[src/hdl/aca_pkg.sv]
// constants and types shared by the converter control block
package aca_pkg;

  // bus geometry
  localparam int unsigned ADDR_W = 12;             // apb byte address width
  localparam int unsigned DATA_W = 32;             // apb data width
  localparam int unsigned CODE_W = 8;              // converter resolution

  // register indices as printed; byte address is four times the index
  localparam logic [ADDR_W-1:0] RESULT_IDX  = 12'h0D0;
  localparam logic [ADDR_W-1:0] CONTROL_IDX = 12'h0D1;
  localparam logic [ADDR_W-1:0] RESULT_ADDR  = 12'h340; // RESULT_IDX * 4
  localparam logic [ADDR_W-1:0] CONTROL_ADDR = 12'h344; // CONTROL_IDX * 4

  // control register field positions
  localparam int unsigned IRQ_EN_BIT = 7;          // interrupt enable
  localparam int unsigned DONE_BIT   = 6;          // conversion complete
  localparam int unsigned START_BIT  = 5;          // write-only start
  localparam int unsigned POWER_BIT  = 4;          // converter powered

  // control register reset value
  localparam logic [CODE_W-1:0] CONTROL_RESET = 8'h40;

  // timing: converter clock is the system clock divided by twelve
  localparam int unsigned PRESCALE      = 12;
  localparam logic [3:0]  PRESCALE_LAST = 4'hB;    // PRESCALE - 1
  // nominal conversion time at the reference oscillator rate
  localparam int unsigned CONV_TIME_NS  = 70000;
  localparam int unsigned REF_OSC_KHZ   = 8000;
  // converter clock ticks per conversion, rounded down
  localparam int unsigned CONV_TICKS =
    (CONV_TIME_NS * REF_OSC_KHZ) / (1000000 * PRESCALE);
  // converter clock ticks spent on each result bit
  localparam int unsigned BIT_TICKS  = CONV_TICKS / CODE_W;
  localparam logic [2:0]  BIT_LAST   = 3'(BIT_TICKS - 1);
  // system clock cycles from start write to completion pulse
  localparam int unsigned CONV_CYCLES = CODE_W * BIT_TICKS * PRESCALE;

  // control register image
  typedef struct packed {
    logic       irq_en;                            // interrupt enable
    logic       done;                              // conversion complete
    logic       start;                             // reads as zero
    logic       power;                             // converter powered
    logic [3:0] unused;                            // read as zero
  } aca_ctrl_t;

endpackage

[src/hdl/aca_adc_ctrl.sv]
// converter control block with apb register access
//
// How it works
// RULE_01: eight bits by approximation, clock divided twelve
// RULE_02: start write begins conversion, clears done flag
// RULE_03: completion sets done, result becomes valid
// RULE_04: one conversion per start, then idle
// RULE_05: start during conversion abandons and restarts
// RULE_06: start bit reads back as zero
// RULE_07: done with enable raises vector four request
// RULE_08: control layout irq, done, start, power
// RULE_09: power bit off puts converter idle
// RULE_10: software powers converter before starting
// RULE_11: wait state does not stop conversion
// RULE_12: reset aborts, control loads 40h
// RULE_13: result at 0D0h, control at 0D1h
// RULE_14: software selects only one analog line
// RULE_15: channel comes from port configuration only
// RULE_16: software reads result only when done
// RULE_17: conversion time scales with clock period
// RULE_18: software may wait with timer stopped
// RULE_19: bits msb first, result updated at end
// RULE_20: reads have no side effect
// RULE_21: prescaler and step counter restart on start
`timescale 1ns/100ps
`default_nettype none

module aca_adc_ctrl (
  input  wire logic        clock,                  // 40 mhz system clock
  input  wire logic        rst_n,                  // synchronous reset, low
  input  wire logic        psel,                   // apb select
  input  wire logic        penable,                // apb access phase
  input  wire logic        pwrite,                 // apb direction
  input  wire logic [11:0] paddr,                  // apb byte address
  input  wire logic [31:0] pwdata,                 // apb write data
  output logic      [31:0] prdata,                 // apb read data
  output logic             pready,                 // apb transfer done
  output logic             pslverr,                // apb unmapped address
  input  wire logic        comp_in,                // comparator decision
  output logic      [7:0]  dac_code,               // trial code to the dac
  output logic             adc_power,              // converter supply on
  output logic             irq                     // end of conversion request
);

  // control and result state
  logic       irq_en_reg;                          // interrupt enable
  logic       done_reg;                            // conversion complete
  logic       power_reg;                           // converter powered
  logic [7:0] result_reg;                          // last finished code
  logic       irq_reg;                             // registered request
  logic [31:0] prdata_reg;                         // registered read data
  logic        pready_reg;                         // registered ready
  logic        pslverr_reg;                        // registered error

  // bus decode
  logic access;                                    // access phase, ready seen
  logic hit_ctrl;                                  // control word addressed
  logic hit_result;                                // result word addressed
  logic ctrl_wr;                                   // control write commits
  logic start_wr;                                  // start accepted this edge
  logic irq_en_next;                               // enable after this edge
  logic done_next;                                 // done after this edge

  // engine connections
  logic       tick;                                // converter clock step
  logic       sar_busy;                            // conversion running
  logic       sar_done;                            // conversion finished
  logic [7:0] sar_code;                            // finished code
  aca_pkg::aca_ctrl_t ctrl_view;                   // control read image

  assign hit_ctrl   = (paddr == aca_pkg::CONTROL_ADDR); // RULE_13
  assign hit_result = (paddr == aca_pkg::RESULT_ADDR);  // RULE_13
  assign access     = psel && penable && pready_reg;
  assign ctrl_wr    = access && pwrite && hit_ctrl;
  // start needs the power bit set in this same write; power set earlier is not enough
  assign start_wr   = ctrl_wr && pwdata[aca_pkg::START_BIT]
                      && pwdata[aca_pkg::POWER_BIT]; // RULE_02

  // engine sees the power bit as it stands after this edge, so a start
  // written together with the power bit is not lost to the old state
  logic power_next;                                // power bit after this edge
  assign power_next = ctrl_wr ? pwdata[aca_pkg::POWER_BIT] : power_reg; // RULE_09

  // control read image; start always reads zero
  always_comb begin
    ctrl_view        = '0;
    ctrl_view.irq_en = irq_en_reg; // RULE_08
    ctrl_view.done   = done_reg;
    ctrl_view.start  = 1'b0; // RULE_06
    ctrl_view.power  = power_reg;
  end

  // prescaler: one step every twelve system cycles
  aca_prescaler u_prescaler (
    .clock   (clock),
    .rst_n   (rst_n),
    .restart (start_wr),
    .run     (power_next),
    .tick    (tick)
  );

  // approximation engine; the comparator sees whichever line the port
  // configuration routes to it, so no channel select lives here
  aca_sar u_sar (
    .clock   (clock),
    .rst_n   (rst_n),
    .restart (start_wr), // RULE_05
    .run     (power_next),
    .tick    (tick),
    .comp_in (comp_in), // RULE_15
    .trial   (dac_code),
    .busy    (sar_busy),
    .done    (sar_done),
    .code    (sar_code)
  );

  // apb handshake: one wait state so read data comes from a flop
  always_ff @(posedge clock) begin
    if (!rst_n) begin
      pready_reg  <= 1'b0;
      prdata_reg  <= 32'h0000_0000;
      pslverr_reg <= 1'b0;
    end else if (psel && penable && !pready_reg) begin
      pready_reg  <= 1'b1;
      pslverr_reg <= !(hit_ctrl || hit_result);
      // read data sampled here; reading changes no state
      if (!pwrite && hit_ctrl) begin
        prdata_reg <= {24'h000000, ctrl_view}; // RULE_20
      end else if (!pwrite && hit_result) begin
        prdata_reg <= {24'h000000, result_reg};
      end else begin
        prdata_reg <= 32'h0000_0000;
      end
    end else begin
      pready_reg  <= 1'b0;
      pslverr_reg <= 1'b0;
      prdata_reg  <= 32'h0000_0000;
    end
  end

  assign pready  = pready_reg;
  assign prdata  = prdata_reg;
  assign pslverr = pslverr_reg;

  // enable and power bits, written by software
  always_ff @(posedge clock) begin
    if (!rst_n) begin
      irq_en_reg <= aca_pkg::CONTROL_RESET[aca_pkg::IRQ_EN_BIT]; // RULE_12
      power_reg  <= aca_pkg::CONTROL_RESET[aca_pkg::POWER_BIT];
    end else if (ctrl_wr) begin
      irq_en_reg <= pwdata[aca_pkg::IRQ_EN_BIT]; // RULE_08
      // only this bit powers down; a wait state does not touch it
      power_reg  <= pwdata[aca_pkg::POWER_BIT]; // RULE_11
    end
  end

  // done flag: a start abandons any finishing conversion, so it clears
  always_comb begin
    irq_en_next = ctrl_wr ? pwdata[aca_pkg::IRQ_EN_BIT] : irq_en_reg;
    if (start_wr) begin
      done_next = 1'b0; // RULE_02
    end else if (sar_done) begin
      done_next = 1'b1; // RULE_03
    end else begin
      done_next = done_reg; // RULE_20
    end
  end

  // done flag and request register
  always_ff @(posedge clock) begin
    if (!rst_n) begin
      done_reg <= aca_pkg::CONTROL_RESET[aca_pkg::DONE_BIT]; // RULE_12
      irq_reg  <= 1'b0;
    end else begin
      done_reg <= done_next;
      irq_reg  <= done_next && irq_en_next; // RULE_07
    end
  end

  // result register loads only on completion
  always_ff @(posedge clock) begin
    if (!rst_n) begin
      result_reg <= 8'h00;
    end else if (sar_done && !start_wr) begin
      result_reg <= sar_code; // RULE_19
    end
  end

  // converter supply output
  always_ff @(posedge clock) begin
    if (!rst_n) begin
      adc_power <= aca_pkg::CONTROL_RESET[aca_pkg::POWER_BIT];
    end else begin
      adc_power <= power_next; // RULE_09
    end
  end

  assign irq = irq_reg;

  // checks on the control logic, clocked by the system clock
  localparam int CONV_CYCLES_I = int'(aca_pkg::CONV_CYCLES); // start to completion

  logic [9:0] since_start;                         // cycles since last start

  // helper: cycles elapsed since the accepted start
  always_ff @(posedge clock) begin
    if (!rst_n || start_wr) begin
      since_start <= 10'h001;
    end else if (since_start != 10'h3FF) begin
      since_start <= since_start + 10'h001;
    end
  end
endmodule

`default_nettype wire

[src/hdl/aca_prescaler.sv]
// divide-by-twelve converter clock enable generator
`timescale 1ns/100ps
`default_nettype none

module aca_prescaler (
  input  wire logic clock,                         // system clock
  input  wire logic rst_n,                         // synchronous reset, low
  input  wire logic restart,                       // start or restart pulse
  input  wire logic run,                           // converter powered
  output logic      tick                           // one converter clock step
);

  logic [3:0] count_reg;                           // position within period

  // count twelve system cycles per step, restart from zero on command
  always_ff @(posedge clock) begin
    if (!rst_n || restart || !run) begin
      count_reg <= 4'h0; // RULE_21
    end else if (count_reg == aca_pkg::PRESCALE_LAST) begin
      count_reg <= 4'h0; // RULE_01
    end else begin
      count_reg <= count_reg + 4'h1;
    end
  end

  // step strobe on the last cycle of each period
  assign tick = run && !restart && (count_reg == aca_pkg::PRESCALE_LAST);

endmodule

`default_nettype wire

[src/hdl/aca_sar.sv]
// successive approximation step engine
`timescale 1ns/100ps
`default_nettype none

module aca_sar (
  input  wire logic       clock,                   // system clock
  input  wire logic       rst_n,                   // synchronous reset, low
  input  wire logic       restart,                 // begin a fresh conversion
  input  wire logic       run,                     // converter powered
  input  wire logic       tick,                    // converter clock step
  input  wire logic       comp_in,                 // high: input at or above dac
  output logic [7:0]      trial,                   // code driven to the dac
  output logic            busy,                    // conversion in progress
  output logic            done,                    // completion pulse
  output logic [7:0]      code                     // final code, valid with done
);

  logic [2:0] bit_reg;                             // bit under decision
  logic [2:0] sub_reg;                             // ticks spent on this bit
  logic       decide;                              // decision point this cycle
  logic [7:0] decided;                             // trial with current bit settled

  assign decide = busy && tick && (sub_reg == aca_pkg::BIT_LAST);

  // keep the current bit only if the comparator says input is not below
  always_comb begin
    decided          = trial;
    decided[bit_reg] = trial[bit_reg] & comp_in;
  end

  assign done = decide && (bit_reg == 3'h0);
  assign code = decided;

  // trial code, bit pointer and busy flag, msb first
  always_ff @(posedge clock) begin
    if (!rst_n || !run) begin
      busy    <= 1'b0; // RULE_09
      bit_reg <= 3'h7;
      trial   <= 8'h00;
    end else if (restart) begin
      busy    <= 1'b1; // RULE_21
      bit_reg <= 3'h7;
      trial   <= 8'h80;
    end else if (decide) begin
      if (bit_reg == 3'h0) begin
        busy  <= 1'b0; // RULE_04
        trial <= decided;
      end else begin
        trial              <= decided;
        trial[bit_reg - 3'h1] <= 1'b1; // RULE_19
        bit_reg            <= bit_reg - 3'h1;
      end
    end
  end

  // tick counter inside one bit period
  always_ff @(posedge clock) begin
    if (!rst_n || !run || restart) begin
      sub_reg <= 3'h0; // RULE_21
    end else if (busy && tick) begin
      sub_reg <= (sub_reg == aca_pkg::BIT_LAST) ? 3'h0 : sub_reg + 3'h1;
    end
  end

endmodule

`default_nettype wire

[config.mk]
export PLATFORM = sky130hd
export DESIGN_NAME = aca_adc_ctrl
export DESIGN_NICKNAME = d
export VERILOG_FILES = /design/src/hdl/aca_pkg.sv /design/src/hdl/aca_adc_ctrl.sv /design/src/hdl/aca_prescaler.sv /design/src/hdl/aca_sar.sv
export SDC_FILE = /design/constraint.sdc
export NUM_CORES = 1
export LEC_CHECK = 0
export ABC_CLOCK_PERIOD_IN_PS = 2810
export BUFFER_PORTS_ARGS = -buffer_cell sky130_fd_sc_hd__buf_2
export CORE_MARGIN = 5
export CORE_UTILIZATION = 35
export DETAILED_ROUTE_END_ITERATION = 7
export HOLD_SLACK_MARGIN = 0.08
export PLACE_DENSITY = 0.67
export SETUP_SLACK_MARGIN = 0.15
export SKIP_LAST_GASP = 1
export SYNTH_ARGS = -nofsm -noshare
export SYNTH_HDL_FRONTEND = slang
export SYNTH_SLANG_ARGS = --single-unit
export TNS_END_PERCENT = 20
[constraint.sdc]
create_clock -name clock -period 2.81 [get_ports clock]
set_input_delay 0.281 -clock clock [delete_from_list [all_inputs] [get_ports clock]]
set_output_delay 0.281 -clock clock [all_outputs]
set_load 0.05 [all_outputs]
==> impl_metrics.json, run 1 <==
{
  "status": "completed",
  "clock_sinks": 41,
  "crit_family": "simple AND/OR/NAND/NOR gates",
  "grt_pass1_vias": 1799,
  "cts.repair.resized": 0,
  "routed.top_layer": "met4",
  "crit_slowest_cell": "nor4_4",
  "area_growth_pct": 12.6,
  "ir_drop_uv": 436,
  "setup_tns_ns": 0,
  "start_kind": "flop",
  "ant_nets": 0,
  "drtIter0Drc": 110,
  "holdWs_ns": 0.261,
  "yosysSeqAreaShare_pct": 35.4,
  "synth_flop_cell": "dfxtp_1",
  "via_count": 1902,
  "post-cts-setup-buffer-count": 0,
  "holdBufCountCts": 0,
  "fillCellCount": 623,
  "wl_met2_mm": 2.19,
  "htreeDepth": 2,
  "fmax_ghz": 0.444,
  "setup_viol": 0,
  "final_common_cell": "dfxtp_1",
  "dieWidth_um": 91.4,
  "cp_num_cells": 6,
  "track_usage_pct": 12.1,
  "io_pins": 94,
  "cts_buffers": 5,
  "wl_per_cell_um": 12.8,
  "dp_hpwl_mm": 3.79,
  "hold_path_depth": 3,
  "synth-seq-cells": 41,
  "path_clk_slew_ns": 0.08,
  "grt_pass1_wl_mm": 8.46,
  "io_buffers": 40,
  "syn_avg_cell_area_um2": 8.76,
  "multi_input_area_um2": 1310,
  "max_stage_delay_ns": 0.44,
  "diodes": 0,
  "crit_chain": "ha_1, and4b_1, nand3_2, nor4_4, o21ai_1, a221oi_1",
  "fin_crit_sh_pct": 80.2,
  "cts_tree": "built",
  "leakage_nw": 1.15,
  "register_area_um2": 821,
  "fin_crit_ns": 2.25,
  "worst_pin_slew_ns": 0.587,
  "row_count": 29,
  "path_max_fanout": 9,
  "end_kind": "flop",
  "path_buf_inv": 0,
  "cap_violations": 0,
  "synth_area_leaders": "dfxtp_1 35%, buf_4 8.1%, mux2i_1 6.0%",
  "crit_type": "reg -> reg",
  "dieArea_um2": 8360,
  "cts-root-buf": "clkbuf_8",
  "start_util_pct": 36.3,
  "synth-async-reset-ratio_pct": 0,
  "powerDensity_nw_per_um2": 487,
  "wl_met1_mm": 2.25,
  "hold_violations": 0,
  "worstPathArrival_ns": 2.46,
  "rsz0062_at_grt": "false",
  "route.detailed.drc": 0,
  "critPathRequiredTime_ns": 3.02,
  "nNetsFinal": 358,
  "gp_congestion": 0.856,
  "insertion_delay_ns": 0.30,
  "grt_max_degree": 20,
  "max_slew_margin_pct": 60.8,
  "wl_met3_um": 363,
  "min_path_type": "in -> reg",
  "cts_buffer_depth": 2,
  "wirelength_mm": 4.88,
  "drv_slew": 0,
  "fp.dieH_um": 91.4,
  "yosys.area.top_type": "dfxtp_1",
  "drive_gt1_share_pct": 21.1,
  "synth_edf_count": 0,
  "synth_top_area_share_pct": 35.4,
  "skew_ns": 0.00406,
  "antenna_found_initial": 0,
  "ff2ff_path_depth": 6,
  "syn_inst": 265,
  "syn-cell-area_um2": 2320,
  "yosys_warnings": 0,
  "ys_types": 64,
  "first_pass_iters": 4,
  "final_cell_mix": "41 x dfxtp_1, 40 x buf_2, 30 x nand2_1, 24 x conb_1, 17 x nor2_1",
  "grt.overflow.total": 0,
  "coreArea_um2": 6390,
  "viasPerCell": 4.99
}
-- through the flow --
| stage | instance area, µm² | worst slack (ns) | power [W] | utilization [%] | std cells |
|---|---|---|---|---|---|
| 2_1_floorplan | 2410 | 0.822 | 0.000711 | - | 288 |
| 3_3_place_gp | 2480 | 0.582 | 0.000707 | 38.8 | 373 |
| 3_5_place_dp | 2480 | 0.567 | 0.000708 | 38.8 | 373 |
| 4_1_cts | 2610 | 0.531 | 0.00128 | 40.9 | 381 |
| 5_1_grt | 2610 | 0.276 | 0.00132 | 40.9 | 381 |
| 6_report | 2610 | 0.556 | 0.00127 | 40.9 | 381 |
-- routing by layer --
layer | up-vias | GRT usage [%]
met4 | 0 | 3.91
met3 | 8 | 3.72
li1 | 978 | -
met5 | - | 0
met2 | 57 | 18.9
met1 | 859 | 15.9
-- worst paths after layout --
kind | end | from | slack [ns]
worst min register to register | result_reg[2] | result_reg[2] | 0.46
worst max-delay path | irq | u_prescaler.count_reg[0] | 0.56
worst min-delay path | irq_en_reg | pwdata[7] | 0.26
worst max register to register | irq | u_prescaler.count_reg[0] | 0.56
-- power breakdown --
part / switching (W) / total, W / internal (W)
Combinational: 0.0000958 / 0.000113 / 0.0000171
Sequential: 0.000000476 / 0.000582 / 0.000581
Clock: 0.000220 / 0.000578 / 0.000358
Total: 0.000317 / 0.00127 / 0.000956
-- worst min-delay path, delay by kind of cell --
kind            cells  cell delay (ns)
compound gates      1             0.06
simple gates        1             0.07
buf+inv             1             0.10
-- synth_stat cells (all sizes together), types with 2 or more instances --
library cell,number
nand2,30
dfxtp,41
a2111oi,2
buf,30
or2,3
a21oi,9
o221a,2
o211ai,2
ha,5
o311ai,2
nand3,8
a211oi,7
and4,2
o31ai,2
or3,4
nor2b,2
nor3b,3
nand4,3
o21a,4
nor2,17
o21ai,15
and2b,2
nand4b,2
clkbuf,2
and2,5
a21o,2
nor3,5
inv,12
nor4,4
and3,3
nand2b,3
mux2i,14
-- cells by family (layout without fill, tap and decap cells) --
logic type / count (synthesis) / in the layout / synth area share (%)
AOI/OAI and AO/OA: 56 / 56 / 17.2
buffers and inverters: 45 / 61 / 12.1
and+or+nand+nor: 102 / 102 / 26.1
xor gates and xnor gates: 1 / 1 / 0.377
other: 1 / 24 / 0.162
DFF: 41 / 41 / 35.4
adders and majority gates: 5 / 5 / 2.70
muxes: 14 / 14 / 6.04
-- cell type report --
cell class                      count  share of cell area, %
Clock buffer                        5                   2.63
Timing Repair Buffer               41                   7.95
Inverter                           12                   1.72
Tap cell                           77                   3.69
Multi-Input combinational cell    202                   50.0
Clock inverter                      3                   2.63
Sequential cell                    41                   31.4
Power figures use the tool's default switching activity.
==> run 2, diff against run 1 <==
Settings changed: ABC_CLOCK_PERIOD_IN_PS 2810 to 1900, PLACE_DENSITY 0.67 to 0.69.
Clock period 2.81 ns to 1.9 ns, I/O delays scaled along.
==> run 2 against run 1 <==
Against the previous run:
- worst hold slack worse by 0.055 ns
- sequential power up 47%
- largest power group unchanged
- die area unchanged
==> impl_metrics.json, run 2 (synthesized netlist as in run 1, its figures left out) <==
{
  "route.detailed.drc": 0,
  "register_area_um2": 836,
  "viasPerCell": 4.97,
  "utilization_pct": 46.3,
  "drive_gt1_share_pct": 34.7,
  "fin_crit_ns": 1.74,
  "start_util_pct": 36.3,
  "grtUsageMet1_pct": 15.4,
  "critPathRequiredTime_ns": 2.09,
  "setup_tns_ns": 0,
  "grt_pass1_vias": 1958,
  "row_count": 29,
  "grt_use_met3_pct": 3.55,
  "cap_violations": 0,
  "gp_congestion": 0.898,
  "grt_max_degree": 16,
  "power.total_w": 0.00174,
  "multi_input_area_um2": 1420,
  "track_usage_pct": 12.4,
  "powerDensity_nw_per_um2": 589,
  "coreArea_um2": 6390,
  "fillCellCount": 621,
  "hold_violations": 0,
  "min_path_type": "in -> reg",
  "ir_drop_uv": 391,
  "instances_no_fill": 411,
  "final_common_cell": "buf_2",
  "antenna_found_initial": 0,
  "start_kind": "flop",
  "holdBufCountCts": 0,
  "skew_ns": 0.00824,
  "setup_ws_ns": 0.159,
  "top_usage_layer": "met2",
  "use_met2_pct": 21.2,
  "first_pass_iters": 6,
  "htreeDepth": 2,
  "io_pins": 94,
  "pre_cts_ws_ns": 0.0108,
  "fin_crit_sh_pct": 91.6,
  "clock_sinks": 41,
  "rsz0062_at_grt": "true",
  "insertion_delay_ns": 0.29,
  "r2r_setup_slack_ns": 0.16,
  "io_buffers": 40,
  "via_count": 2041,
  "setup_viol": 0,
  "grt.overflow.total": 0,
  "path_clk_slew_ns": 0.09,
  "dieWidth_um": 91.4,
  "drtIter0Drc": 83,
  "path_max_fanout": 6,
  "area_growth_pct": 27.3,
  "wirelength_mm": 5.30,
  "fmax_ghz": 0.574,
  "dpl.cell_count": 396,
  "nNetsFinal": 388,
  "dp_hpwl_mm": 4.15,
  "end_kind": "flop",
  "status": "completed",
  "cts-root-buf": "clkbuf_8",
  "leakage_nw": 1.29,
  "wl_per_cell_um": 12.9,
  "worstPathArrival_ns": 1.93,
  "diodes": 0,
  "drv_slew": 0,
  "cts_buffers": 5,
  "cts_buffer_depth": 2,
  "fp.dieH_um": 91.4,
  "cts_tree": "built",
  "final_cell_mix": "40 x buf_2, 35 x dfxtp_1, 30 x nand2_1, 30 x buf_4, 24 x conb_1",
  "grt_pass1_wl_mm": 8.77,
  "ant_nets": 0,
  "dieArea_um2": 8360,
  "crit_type": "reg -> reg"
}
==> run 2: critical path: stages, from the launching register on <==
cell and delay [ns]:
dfxtp_4 0.37, ha_4 0.15, nand4b_1 0.14, nor2_1 0.17
o211a_1 0.23, buf_4 0.16, o21ai_1 0.07, a221o_1 0.33
==> run 2: final cells by class <==
type | instances | share of cell area, %
clock buffers | 5 | 2.33
flip-flops and latches | 41 | 28.3
clock inverters | 3 | 1.57
repair buffers | 71 | 15.1
multi-input cells | 202 | 47.9
well taps | 77 | 3.26
inverters | 12 | 1.52
==> run 2: path summary, 6_finish.rpt <==
check | startpoint | endpoint | depth (start not counted)
setup / recovery | u_prescaler.count_reg[0] | u_sar.bit_reg[2] | 7
hold / removal | pwdata[7] | irq | 3
setup reg to reg | u_prescaler.count_reg[0] | u_sar.bit_reg[2] | 7
hold reg to reg | u_prescaler.count_reg[0] | u_prescaler.count_reg[0] | 1
==> run 2: where the power goes <==
group,switching [W],internal [W]
registers,0.000000666,0.000856
logic,0.000145,0.0000300
clock network,0.000315,0.000393
==> run 2: per-stage QoR <==
step           instance area [µm²]  hold WS, ns
6_report                      2950        0.205
5_1_grt                       2950        0.214
4_1_cts                       2880        0.178
3_5_place_dp                  2710        0.438
3_3_place_gp                  2710        0.435
2_1_floorplan                 2470        0.339
==> run 2: routing by layer <==
metal / share of wire, % / vias to the layer above
li1: - / 1034
met1: 44 / 931
met2: 47 / 67
met3: 7.5 / 9
met4: 1.3 / 0
met5: 0 / -
==> run 2: repair_timing <==
item	4_1_cts	5_1_grt
buffers inserted	2	5
gates resized for setup	8	13
pin swaps	4	6
endpoints found under the setup margin	13	20
